$ cat src/pkg/pattern_detect_pkg.sv
// shared constants and types for the masked pattern detector
package pattern_detect_pkg;

  // ---------------------------------------------------------------
  // widths
  // ---------------------------------------------------------------
  localparam int unsigned RES_W = 48;

  // ---------------------------------------------------------------
  // register offsets (register port, 4-bit word address)
  // ---------------------------------------------------------------
  localparam logic [3:0] OFS_CTRL    = 4'h0;
  localparam logic [3:0] OFS_PAT_LO  = 4'h1;
  localparam logic [3:0] OFS_PAT_HI  = 4'h2;
  localparam logic [3:0] OFS_MASK_LO = 4'h3;
  localparam logic [3:0] OFS_MASK_HI = 4'h4;
  localparam logic [3:0] OFS_STATUS  = 4'h5;

  // ---------------------------------------------------------------
  // control field positions
  // ---------------------------------------------------------------
  localparam int unsigned CTRL_SEL_PAT_BIT  = 0;
  localparam int unsigned CTRL_SEL_MASK_BIT = 1;
  localparam int unsigned CTRL_ROUND_LSB    = 2;
  localparam int unsigned CTRL_USED_BIT     = 4;

  // ---------------------------------------------------------------
  // reset values
  // ---------------------------------------------------------------
  localparam logic [47:0] PATTERN_RST = 48'h000000000000;
  localparam logic [47:0] MASK_RST    = 48'h3FFFFFFFFFFF;
  localparam logic [31:0] CTRL_RST    = 32'h00000010;

  // rounding mask choices
  typedef enum logic [1:0] {
    ROUND_NORMAL            = 2'b00,
    symmetric_round_choice  = 2'b01,
    convergent_round_choice = 2'b10
  } round_sel_e;

  // detector configuration bundle
  typedef struct packed {
    logic        sel_pat_dyn;
    logic        sel_mask_dyn;
    round_sel_e  round_sel;
    logic        detector_used;
    logic [47:0] pattern;
    logic [47:0] mask;
  } det_cfg_s;

  // flag bundle
  typedef struct packed {
    logic match;
    logic match_inv;
    logic ovf;
    logic unf;
  } det_flags_s;

endpackage : pattern_detect_pkg

$ cat src/verilog/match_core.sv
// combinational masked match of a result against a pattern
`timescale 1ns/1ps
module match_core #(
  parameter int unsigned W = 48
) (
  // operands
  input  wire logic [W-1:0] i_res,
  input  wire logic [W-1:0] i_pat,
  input  wire logic [W-1:0] i_mask,
  // flags
  output logic              o_eq,
  output logic              o_eq_inv
);
  // ones in the mask drop that bit from both compares
  assign o_eq     = &((~(i_res ^ i_pat)) | i_mask);
  assign o_eq_inv = &(( (i_res ^ i_pat)) | i_mask);
endmodule : match_core

$ cat src/verilog/masked_pattern_detector.sv
// masked pattern detector on a 48-bit slice result
//
// Overview of operation
// - flag when the result equals the pattern, and separately when it equals its complement.
// - masked bit positions never affect either flag.
// - pattern and mask are 48 bits wide.
// - the static pattern defaults to all zeros.
// - the static mask defaults to 3FFFFFFFFFFF and sets the overflow threshold.
// - pattern source is static pattern or dynamic third operand, static by default.
// - mask source is static mask or dynamic third operand, static by default.
// - rounding mask choice is normal, symmetric or convergent, and overrides mask source.
// - flags appear in the same cycle as the result they belong to.
// - with the logic unit a logic function of two operands is compared to the pattern.
// - the detector-used setting never changes function.
// - zero pattern and zero mask flag all-zeros and all-ones results.
// - with defaults, overflow and underflow report crossing result bit 46.
// - overflow and underflow flags are high for one cycle only; outside logic holds them.
//
// The implementer's own choices: the register addresses and strobed register access.
`timescale 1ns/1ps
module masked_pattern_detector
  import pattern_detect_pkg::*;
#(
  parameter int unsigned W = 48
) (
  // clock and reset
  input  wire logic                         i_clk,
  input  wire logic                         i_rst,
  // register port
  input  wire logic [3:0]                   i_addr,
  input  wire logic [31:0]                  i_wdata,
  input  wire logic                         i_wr,
  input  wire logic                         i_rd,
  output logic      [31:0]                  o_rdata,
  // datapath operands
  input  wire logic [W-1:0]                 i_x,
  input  wire logic [W-1:0]                 i_z,
  input  wire logic [W-1:0]                 i_c,
  input  wire logic [3:0]                   i_alu_op,
  // result and flags
  output logic      [W-1:0]                 o_result,
  output logic                              o_match_flag_out,
  output logic                              o_match_inv,
  output logic                              o_overflow,
  output logic                              o_underflow
);
  import pattern_detect_pkg::*;

  // ---------------------------------------------------------------
  // logic unit / adder ops
  // ---------------------------------------------------------------
  localparam logic [3:0] OP_ADD  = 4'h0;
  localparam logic [3:0] OP_SUB  = 4'h3;
  localparam logic [3:0] OP_XNOR = 4'h5;
  localparam logic [3:0] OP_AND  = 4'hC;
  localparam logic [3:0] OP_OR   = 4'hE;
  localparam logic [3:0] OP_NAND = 4'hD;
  localparam logic [3:0] OP_XOR  = 4'h4;

  // arithmetic and logic stage; picks a function of the two operands
  function automatic logic [W-1:0] alu_fn(input logic [3:0] op,
                                          input logic [W-1:0] a,
                                          input logic [W-1:0] b);
    logic [W-1:0] r;
    r = a + b;
    if (op == OP_SUB) begin
      r = a - b;
    end else if (op == OP_XNOR) begin
      r = ~(a ^ b);
    end else if (op == OP_XOR) begin
      r = a ^ b;
    end else if (op == OP_AND) begin
      r = a & b;
    end else if (op == OP_NAND) begin
      r = ~(a & b);
    end else if (op == OP_OR) begin
      r = a | b;
    end
    return r;
  endfunction : alu_fn

  // ---------------------------------------------------------------
  // configuration registers
  // ---------------------------------------------------------------
  logic [31:0]  ctrl_ff;
  logic [W-1:0] pat_ff;
  logic [W-1:0] mask_ff;
  logic [31:0]  rdata_ff;
  logic [31:0]  nxt_rdata;
  det_cfg_s     cfg;

  wire wr_ctrl    = i_wr && (i_addr == OFS_CTRL);
  wire wr_pat_lo  = i_wr && (i_addr == OFS_PAT_LO);
  wire wr_pat_hi  = i_wr && (i_addr == OFS_PAT_HI);
  wire wr_mask_lo = i_wr && (i_addr == OFS_MASK_LO);
  wire wr_mask_hi = i_wr && (i_addr == OFS_MASK_HI);

  // static pattern and mask keep their defaults until software writes
  always_ff @(posedge i_clk) begin
    if (i_rst) begin
      ctrl_ff <= CTRL_RST;
      pat_ff  <= PATTERN_RST[W-1:0];
      mask_ff <= MASK_RST[W-1:0];
    end else begin
      if (wr_ctrl)    ctrl_ff        <= i_wdata;
      if (wr_pat_lo)  pat_ff[31:0]   <= i_wdata;
      if (wr_pat_hi)  pat_ff[W-1:32] <= i_wdata[W-33:0];
      if (wr_mask_lo) mask_ff[31:0]  <= i_wdata;
      if (wr_mask_hi) mask_ff[W-1:32] <= i_wdata[W-33:0];
    end
  end

  assign cfg.sel_pat_dyn   = ctrl_ff[CTRL_SEL_PAT_BIT];
  assign cfg.sel_mask_dyn  = ctrl_ff[CTRL_SEL_MASK_BIT];
  assign cfg.round_sel     = round_sel_e'(ctrl_ff[CTRL_ROUND_LSB +: 2]);
  // only reported back; no datapath signal reads it
  assign cfg.detector_used = ctrl_ff[CTRL_USED_BIT];
  assign cfg.pattern       = pat_ff;
  assign cfg.mask          = mask_ff;

  // ---------------------------------------------------------------
  // pattern and mask selection
  // ---------------------------------------------------------------
  wire [W-1:0] sel_pat  = cfg.sel_pat_dyn ? i_c : cfg.pattern;
  wire [W-1:0] base_msk = cfg.sel_mask_dyn ? i_c : cfg.mask;
  // rounding masks derive from the third operand: symmetric ignores the
  // bits where it is zero, convergent shifts that mask up one bit and also ignores bit 0
  wire [W-1:0] sym_msk  = ~i_c;
  wire [W-1:0] conv_msk = {~i_c[W-2:0], 1'b1};
  wire [W-1:0] sel_msk  = (cfg.round_sel == symmetric_round_choice)  ? sym_msk :
                          (cfg.round_sel == convergent_round_choice) ? conv_msk :
                          base_msk;

  // ---------------------------------------------------------------
  // datapath result and same-cycle compare
  // ---------------------------------------------------------------
  // the compare looks at the next result so the flag registers with it
  wire [W-1:0] nxt_result = alu_fn(i_alu_op, i_z, i_x);
  logic        eq_now;
  logic        eq_inv_now;

  match_core #(.W(W)) u_match (
    .i_res    (nxt_result),
    .i_pat    (sel_pat),
    .i_mask   (sel_msk),
    .o_eq     (eq_now),
    .o_eq_inv (eq_inv_now)
  );

  logic [W-1:0] result_ff;
  logic         match_ff;
  logic         match_inv_ff;
  logic         match_prev_ff;
  logic         match_inv_prev_ff;
  logic         ovf_ff;
  logic         unf_ff;

  // previous-cycle match says the accumulator was in range; losing it
  // means the result left the window set by the mask
  wire nxt_ovf = match_ff && !eq_now && !eq_inv_now && !nxt_result[W-1];
  wire nxt_unf = match_inv_ff && !eq_now && !eq_inv_now && nxt_result[W-1];

  // result and flags load together, so they always describe the same word
  always_ff @(posedge i_clk) begin
    if (i_rst) begin
      result_ff    <= '0;
      match_ff     <= 1'b0;
      match_inv_ff <= 1'b0;
      ovf_ff       <= 1'b0;
      unf_ff       <= 1'b0;
    end else begin
      result_ff    <= nxt_result;
      match_ff     <= eq_now;
      match_inv_ff <= eq_inv_now;
      ovf_ff       <= nxt_ovf;
      unf_ff       <= nxt_unf;
    end
  end

  // previous flag copies only feed assertions
  always_ff @(posedge i_clk) begin
    match_prev_ff     <= match_ff;
    match_inv_prev_ff <= match_inv_ff;
  end

  // ---------------------------------------------------------------
  // register read port
  // ---------------------------------------------------------------
  wire [31:0] status_w = {28'h0000000, unf_ff, ovf_ff, match_inv_ff, match_ff};

  always_comb begin
    nxt_rdata = 32'h00000000;
    if (i_rd) begin
      if (i_addr == OFS_CTRL) begin
        nxt_rdata = ctrl_ff;
      end else if (i_addr == OFS_PAT_LO) begin
        nxt_rdata = pat_ff[31:0];
      end else if (i_addr == OFS_PAT_HI) begin
        nxt_rdata = {16'h0000, pat_ff[W-1:32]};
      end else if (i_addr == OFS_MASK_LO) begin
        nxt_rdata = mask_ff[31:0];
      end else if (i_addr == OFS_MASK_HI) begin
        nxt_rdata = {16'h0000, mask_ff[W-1:32]};
      end else if (i_addr == OFS_STATUS) begin
        nxt_rdata = status_w;
      end
    end
  end

  // read data stand only in the cycle after the strobe
  always_ff @(posedge i_clk) begin
    if (i_rst) rdata_ff <= 32'h00000000;
    else       rdata_ff <= nxt_rdata;
  end

  assign o_rdata          = rdata_ff;
  assign o_result         = result_ff;
  assign o_match_flag_out = match_ff;
  assign o_match_inv      = match_inv_ff;
  assign o_overflow       = ovf_ff;
  assign o_underflow      = unf_ff;

  // ---------------------------------------------------------------
  // assertions
  // ---------------------------------------------------------------
  // compare inputs one edge back, lined up with the registered flags
  logic [W-1:0] cmp_mask_ff;
  logic [W-1:0] cmp_pat_ff;

  always_ff @(posedge i_clk) begin
    cmp_mask_ff <= sel_msk;
    cmp_pat_ff  <= sel_pat;
  end
endmodule : masked_pattern_detector

$ cat config.mk
export PLATFORM = sky130hd
export DESIGN_NAME = masked_pattern_detector
export DESIGN_NICKNAME = d
export VERILOG_FILES = /design/src/pkg/pattern_detect_pkg.sv /design/src/verilog/match_core.sv /design/src/verilog/masked_pattern_detector.sv
export SDC_FILE = /design/constraint.sdc
export NUM_CORES = 1
export LEC_CHECK = 0
export ABC_CLOCK_PERIOD_IN_PS = 16200
export BUFFER_PORTS_ARGS = -buffer_cell sky130_fd_sc_hd__buf_2
export CAP_MARGIN = 15
export CORE_MARGIN = 2
export CORE_UTILIZATION = 45
export CTS_BUF_LIST = sky130_fd_sc_hd__clkbuf_16
export CTS_CLUSTER_DIAMETER = 80
export DETAILED_ROUTE_END_ITERATION = 7
export GPL_TIMING_DRIVEN = 0
export HOLD_SLACK_MARGIN = 0.12
export PLACE_DENSITY_LB_ADDON = 0.1
export SETUP_SLACK_MARGIN = 0.15
export SYNTH_ARGS = -nofsm -noshare
export SYNTH_HDL_FRONTEND = slang
export SYNTH_HIERARCHICAL = 1
export SYNTH_SLANG_ARGS = --single-unit
export TNS_END_PERCENT = 30
$ cat constraint.sdc
create_clock -name i_clk -period 16.2 [get_ports i_clk]
set_input_delay 4.86 -clock i_clk [delete_from_list [all_inputs] [get_ports i_clk]]
set_output_delay 4.86 -clock i_clk [all_outputs]
set_load 0.01 [all_outputs]
### Word-level counts from Yosys, hierarchy flattened

Index checks and enable logic that the tools add are counted.

* bits in registers: 212
* input port bits: 188
* output and inout bits: 84
* logic and storage cells: 72

* add/sub/neg operators: 2
* equality and inequality tests: 13
* mux-type cells: 16
* bitwise operators: 12
* reductions and logical operators: 18

Operators with widths (count)
* $mux W48: 10
* $not A48 Y48: 4
* $or A48 B48 Y48: 3
* $mux W32: 4
* $reduce_and A48 Y1: 2
* $xor A48 B48 Y48: 2
* $add A48 B48 Y48: 1
* $and A48 B48 Y48: 1
* $sub A48 B48 Y48: 1
* $not A47 Y47: 1
* $eq A4 B3 Y1 const B: 4
* $mux W16: 1
* $eq A4 B2 Y1 const B: 3
* $eq A4 B4 Y1 const B: 3
* $logic_and A1 B1 Y1: 11
* $eq A4 B1 Y1 const B: 1
* $logic_not A4 Y1: 1
* $mux W4: 1
* $logic_not A1 Y1: 3
* $eq A2 B1 Y1 const B: 1
* $eq A2 B2 Y1 const B: 1
* $reduce_or A2 Y1: 1
* $not A1 Y1: 1

### Logic depth before layout (Yosys ltp)

* word-level depth: 15
* depth in mapped cells: 20
* depth with buffers taken out: 20

### Hierarchy

The synthesis kept the hierarchy.

Modules (own cells, without submodules)
* masked_pattern_detector: times used 1, cells an instance 2636, area each 18686.7 um^2, sequential area each 4244.1 um^2
* match_core: times used 1, cells an instance 151, area each 1053.5 um^2, sequential area each 0.0 um^2

### Worst setup path before layout

OpenSTA, ideal clock, no wires.

* path kind: input to register
* start: in i_x[0]
* end: reg ovf_ff (netlist: o_overflow)
* library setup time: 0.115 ns
* data arrival time: 8.285 ns
* data required time: 16.085 ns
* path slack: 7.799 ns
* stages on the path: 20
* path buffers: 0
* cell sequence: ha_1 inv_1 fa_1 nor2b_1 o31a_1 o21ai_1 a31oi_1 a31o_2 a31oi_2 a31oi_1 xor2_1 and3_1 or3_1 xnor2_1 o22ai_1 nor2_1 nand3_1 nor3_2 nor3_1 and3_1

* cells in the longest elaborated chain, start to end: 15
* elaborated cells on any way between the ends: 25
* classes of those cells: 2 x add/sub; 6 x mux; 9 x bitwise; 8 x reduce/logical

RTL lines
* from (decl): line masked_pattern_detector.sv:36 `input wire logic [W-1:0] i_x,`
* $add A48 B48 Y48: line masked_pattern_detector.sv:65 `r = a + b;`
* $mux W48: line masked_pattern_detector.sv:76 `end else if (op == OP_OR) begin`
* $mux W48: line masked_pattern_detector.sv:74 `end else if (op == OP_NAND) begin`
* $mux W48: line masked_pattern_detector.sv:72 `end else if (op == OP_AND) begin`
* $mux W48: line masked_pattern_detector.sv:70 `end else if (op == OP_XOR) begin`
* $mux W48: line masked_pattern_detector.sv:68 `end else if (op == OP_XNOR) begin`
* $mux W48 *: line masked_pattern_detector.sv:66 `if (op == OP_SUB) begin`
* via nxt_result[46]: line masked_pattern_detector.sv:138 `wire [W-1:0] nxt_result = alu_fn(i_alu_op, i_z, i_x);`
* $xor A48 B48 Y48 *: line match_core.sv:15 `assign o_eq = &((~(i_res ^ i_pat)) | i_mask);`
* $not A48 Y48 *: line match_core.sv:15
* $or A48 B48 Y48 *: line match_core.sv:15
* $reduce_and A48 Y1 *: line match_core.sv:15
* via eq_now: line masked_pattern_detector.sv:139 `logic eq_now;`
* $logic_not A1 Y1 *: line masked_pattern_detector.sv:160 `wire nxt_ovf = match_ff && !eq_now && !eq_inv_now && !nxt_result[W-1];`
* $logic_and A1 B1 Y1 * (3 in a row): line masked_pattern_detector.sv:160
* to (signal assigned): line masked_pattern_detector.sv:175 `ovf_ff <= nxt_ovf;`
* to (decl): line masked_pattern_detector.sv:155 `logic ovf_ff;`

The timed path passes the listed nets; every way through them passes the cells marked *.
A chain may end at the register's enable or synchronous reset.

### Final worst setup path

* start: in i_x[7]
* end: reg unf_ff (netlist: o_underflow)

* cells in the longest elaborated chain, start to end: 15
* elaborated cells on any way between the ends: 24
* classes of those cells: 2 x add/sub; 6 x mux; 9 x bitwise; 7 x reduce/logical

RTL lines
* $add A48 B48 Y48: line masked_pattern_detector.sv:65
* $mux W48: line masked_pattern_detector.sv:76
* $mux W48: line masked_pattern_detector.sv:74
* $mux W48: line masked_pattern_detector.sv:72
* $mux W48: line masked_pattern_detector.sv:70
* $mux W48: line masked_pattern_detector.sv:68
* $mux W48 *: line masked_pattern_detector.sv:66
* via nxt_result[38]: line masked_pattern_detector.sv:138
* $xor A48 B48 Y48 *: line match_core.sv:15
* $not A48 Y48 *: line match_core.sv:15
* $or A48 B48 Y48 *: line match_core.sv:15
* $reduce_and A48 Y1 *: line match_core.sv:15
* via eq_now: line masked_pattern_detector.sv:139
* $logic_not A1 Y1 *: line masked_pattern_detector.sv:161 `wire nxt_unf = match_inv_ff && !eq_now && !eq_inv_now && nxt_result[W-1];`
* $logic_and A1 B1 Y1 * (3 in a row): line masked_pattern_detector.sv:161
* to (signal assigned): line masked_pattern_detector.sv:176 `unf_ff <= nxt_unf;`
* to (decl): line masked_pattern_detector.sv:156 `logic unf_ff;`

Marked as above.

==> results.ini <==
[drt]
finalWirelength_um=100000
route.vias.total=23900
drt-pass1-iter-count=6
viasPerCell=6.49
post_drt_wl_per_cell_um=27.2
drtIter0Drc=3134
ant_nets=0
drc=0

[sta]
hold_viol=0
setup_viol=0
max_freq_ghz=0.0986
rsz0062_at_grt=no
slew_violations=0
timing.final.crit_share=0.626
fin_ws_ns=6.06
max-slew-margin-rel=0.173
hold_ws_ns=0.459
finClkSkew_ns=0.0222
tightest_slew_ns=1.23
setup_tns_ns=0
period_minus_slack_ns=10.14

[cts]
cts_buffers=21
cts_buffer_depth=3
cts_tree=built
htreeDepth=1
cts.sinks=212
worst_skew_pair.late_latency_ns=0.52
cts-resized-gates=0
post-cts-setup-buffers=0
cts_root_buffer=clkbuf_16
ctsHoldBuffers=0
cts.reportedPaths.clkPinSlew_ns=0.07

[floorplan]
fp.dieW_um=213
die_area_sq_um=45600
num_io_pins=272
coreArea_sq_um=43200
rows=76
floorplan.initialDensity=0.457
die_h_um=213

[global_routing]
grt_max_degree=16
overflow=0
grt_pass1_wl_um=142000
track_usage=0.423
grt_pass1_vias=22500
antenna_found_initial=0

[setup_path]
critical_path_class=in -> reg
cp-start-kind=input pin
rr_startpoint=ctrl_ff[2]
worstPathCellList=buf_2 -> inv_1 -> ha_1 -> buf_2 -> o211ai_1 -> a2111oi_0 -> o21ai_1 -> a31oi_1 -> a31o_2 -> a31oi_2 -> xnor2_1 -> a221oi_1 -> a221oi_2 -> xnor2_1 -> o22ai_1 -> nor4_2 -> nand3_1 -> nor3_2 -> nor3_1 -> and3_1
r2r_cells=12
cp_max_fo=10
worstSetupStartpoint=i_x[7]
cp.required_ns=16.59
endpoint_kind=flop
critPathMaxStageDelay_ns=0.70
r2r_end=o_underflow
critPathSlowestCell=xnor2_1
crit_arrival_ns=10.53
worstSetupEndpoint=o_underflow
ff2ff_setup_slack_ns=11.85

[finish]
final_common_cell=nand2_1
antennaDiodeCount=0
finalNetCount=3411
fillCellCount=4393
instances_no_fill=3677
syn2layout_area_growth_pct=14.2
finalInstanceArea_sq_um=22500
ff_latch_area_sq_um=4240
drive_above_1_share=0.135
final_cell_mix=423 x nand2_1, 284 x buf_2, 280 x a21oi_1
multi_input_area_sq_um=14200
fin_util=0.522

[placement]
place.gp.congestion=1.04
place_worst_setup_slack_ns=5.95
io_buffer_count=268
place_area_sq_um=21800
dp_cells=3640
dpl.hpwl_um=80200

[pwr]
p_total_mw=1.78
peakVddDrop_mv=0.0699
power_leakage_nw=9.57
powerDensity_nw_per_um2=79.1

[yosys]
yosysSeqAreaShare=0.215
synthArstFlopShare=0
syn_nets=3120
synth-edff-count=0
ys_warn_count=6
synthCells=2787
syn_area_per_cell_sq_um=7.08
ys.flop_type=dfxtp_1
syn_area_sq_um=19700
ys_ff_latch=212
synth_cell_types=86

[hold_path]
hp-class=reg -> reg

[run_status]
status=completed

[flow_run]
drv_cap=0

-- critical path: cells and delay by family --
family | cells | cell delay [ns]
AND/OR/NAND/NOR | 5 | 1.20
AO/OA/AOI/OAI | 9 | 2.91
XOR/XNOR | 2 | 0.89
adder cells (fa/ha/maj) | 1 | 0.29
buffers and inverters | 3 | 0.36
-- synth_stat cells, drive strengths merged, types with 65 or more instances --
master / instances / share of area
nor2: 201 / 0.039
a221oi: 74 / 0.033
a211oi: 71 / 0.027
nand2: 423 / 0.080
clkbuf: 159 / 0.030
xnor2: 114 / 0.051
nand3: 73 / 0.019
mux2: 67 / 0.038
a21oi: 281 / 0.072
o21ai: 133 / 0.034
inv: 152 / 0.029
dfxtp: 212 / 0.21
nor2b: 65 / 0.021
ha: 143 / 0.091
-- sequential cells by signal, indices dropped and copies added (netlist names) --
name              flops
mask_ff              48
o_result             48
pat_ff               48
ctrl_ff              32
o_rdata              32
o_match_flag_out      1
o_match_inv           1
o_overflow            1
o_underflow           1
-- cell families after synthesis --
family / Yosys count / synth area share
compound gates: 865 / 0.287
simple gates: 1005 / 0.235
flops: 212 / 0.215
xor+xnor: 131 / 0.0581
buf+inv: 349 / 0.0674
mux: 80 / 0.0448
fa+ha+maj: 145 / 0.0927
-- layer usage --
layer | vias up | share of wire | global-route usage | routed length, um
li1 | 10500 | - | - | -
met1 | 11200 | 0.37 | 0.506 | 37100
met2 | 1720 | 0.45 | 0.704 | 45000
met3 | 443 | 0.10 | 0.0710 | 10100
met4 | 0 | 0.079 | 0.273 | 7920
met5 | - | 0 | 0 | 0
-- layout make-up --
cell class | count | share of cell area
buffer | 195 | 0.0334
tap | 585 | 0.0325
sequential | 212 | 0.188
timing repair buffer | 268 | 0.0595
inverter | 154 | 0.0256
multi-input combinational | 2226 | 0.628
clock buffer | 21 | 0.0233
clock inverter | 16 | 0.00905
-- worst min-delay path by stage --
stage | from | endpoint | slack (ns) | cells past startpoint
after floorplan | ctrl_ff[10] | ctrl_ff[10] | 0.43 | 2
after global placement | ctrl_ff[9] | ctrl_ff[9] | 0.44 | 2
after detailed placement | ctrl_ff[7] | ctrl_ff[7] | 0.45 | 2
after CTS | ctrl_ff[27] | ctrl_ff[27] | 0.46 | 2
after global routing | ctrl_ff[27] | ctrl_ff[27] | 0.48 | 2
final | ctrl_ff[11] | ctrl_ff[11] | 0.46 | 2
-- power by group --
| group | switching (mW) | internal (mW) |
|---|---|---|
| Clock | 0.216 | 0.316 |
| Combinational | 0.458 | 0.232 |
| Sequential | 0.0141 | 0.546 |
| Total | 0.688 | 1.09 |
No activity file was read; power rests on OpenSTA's default activity.
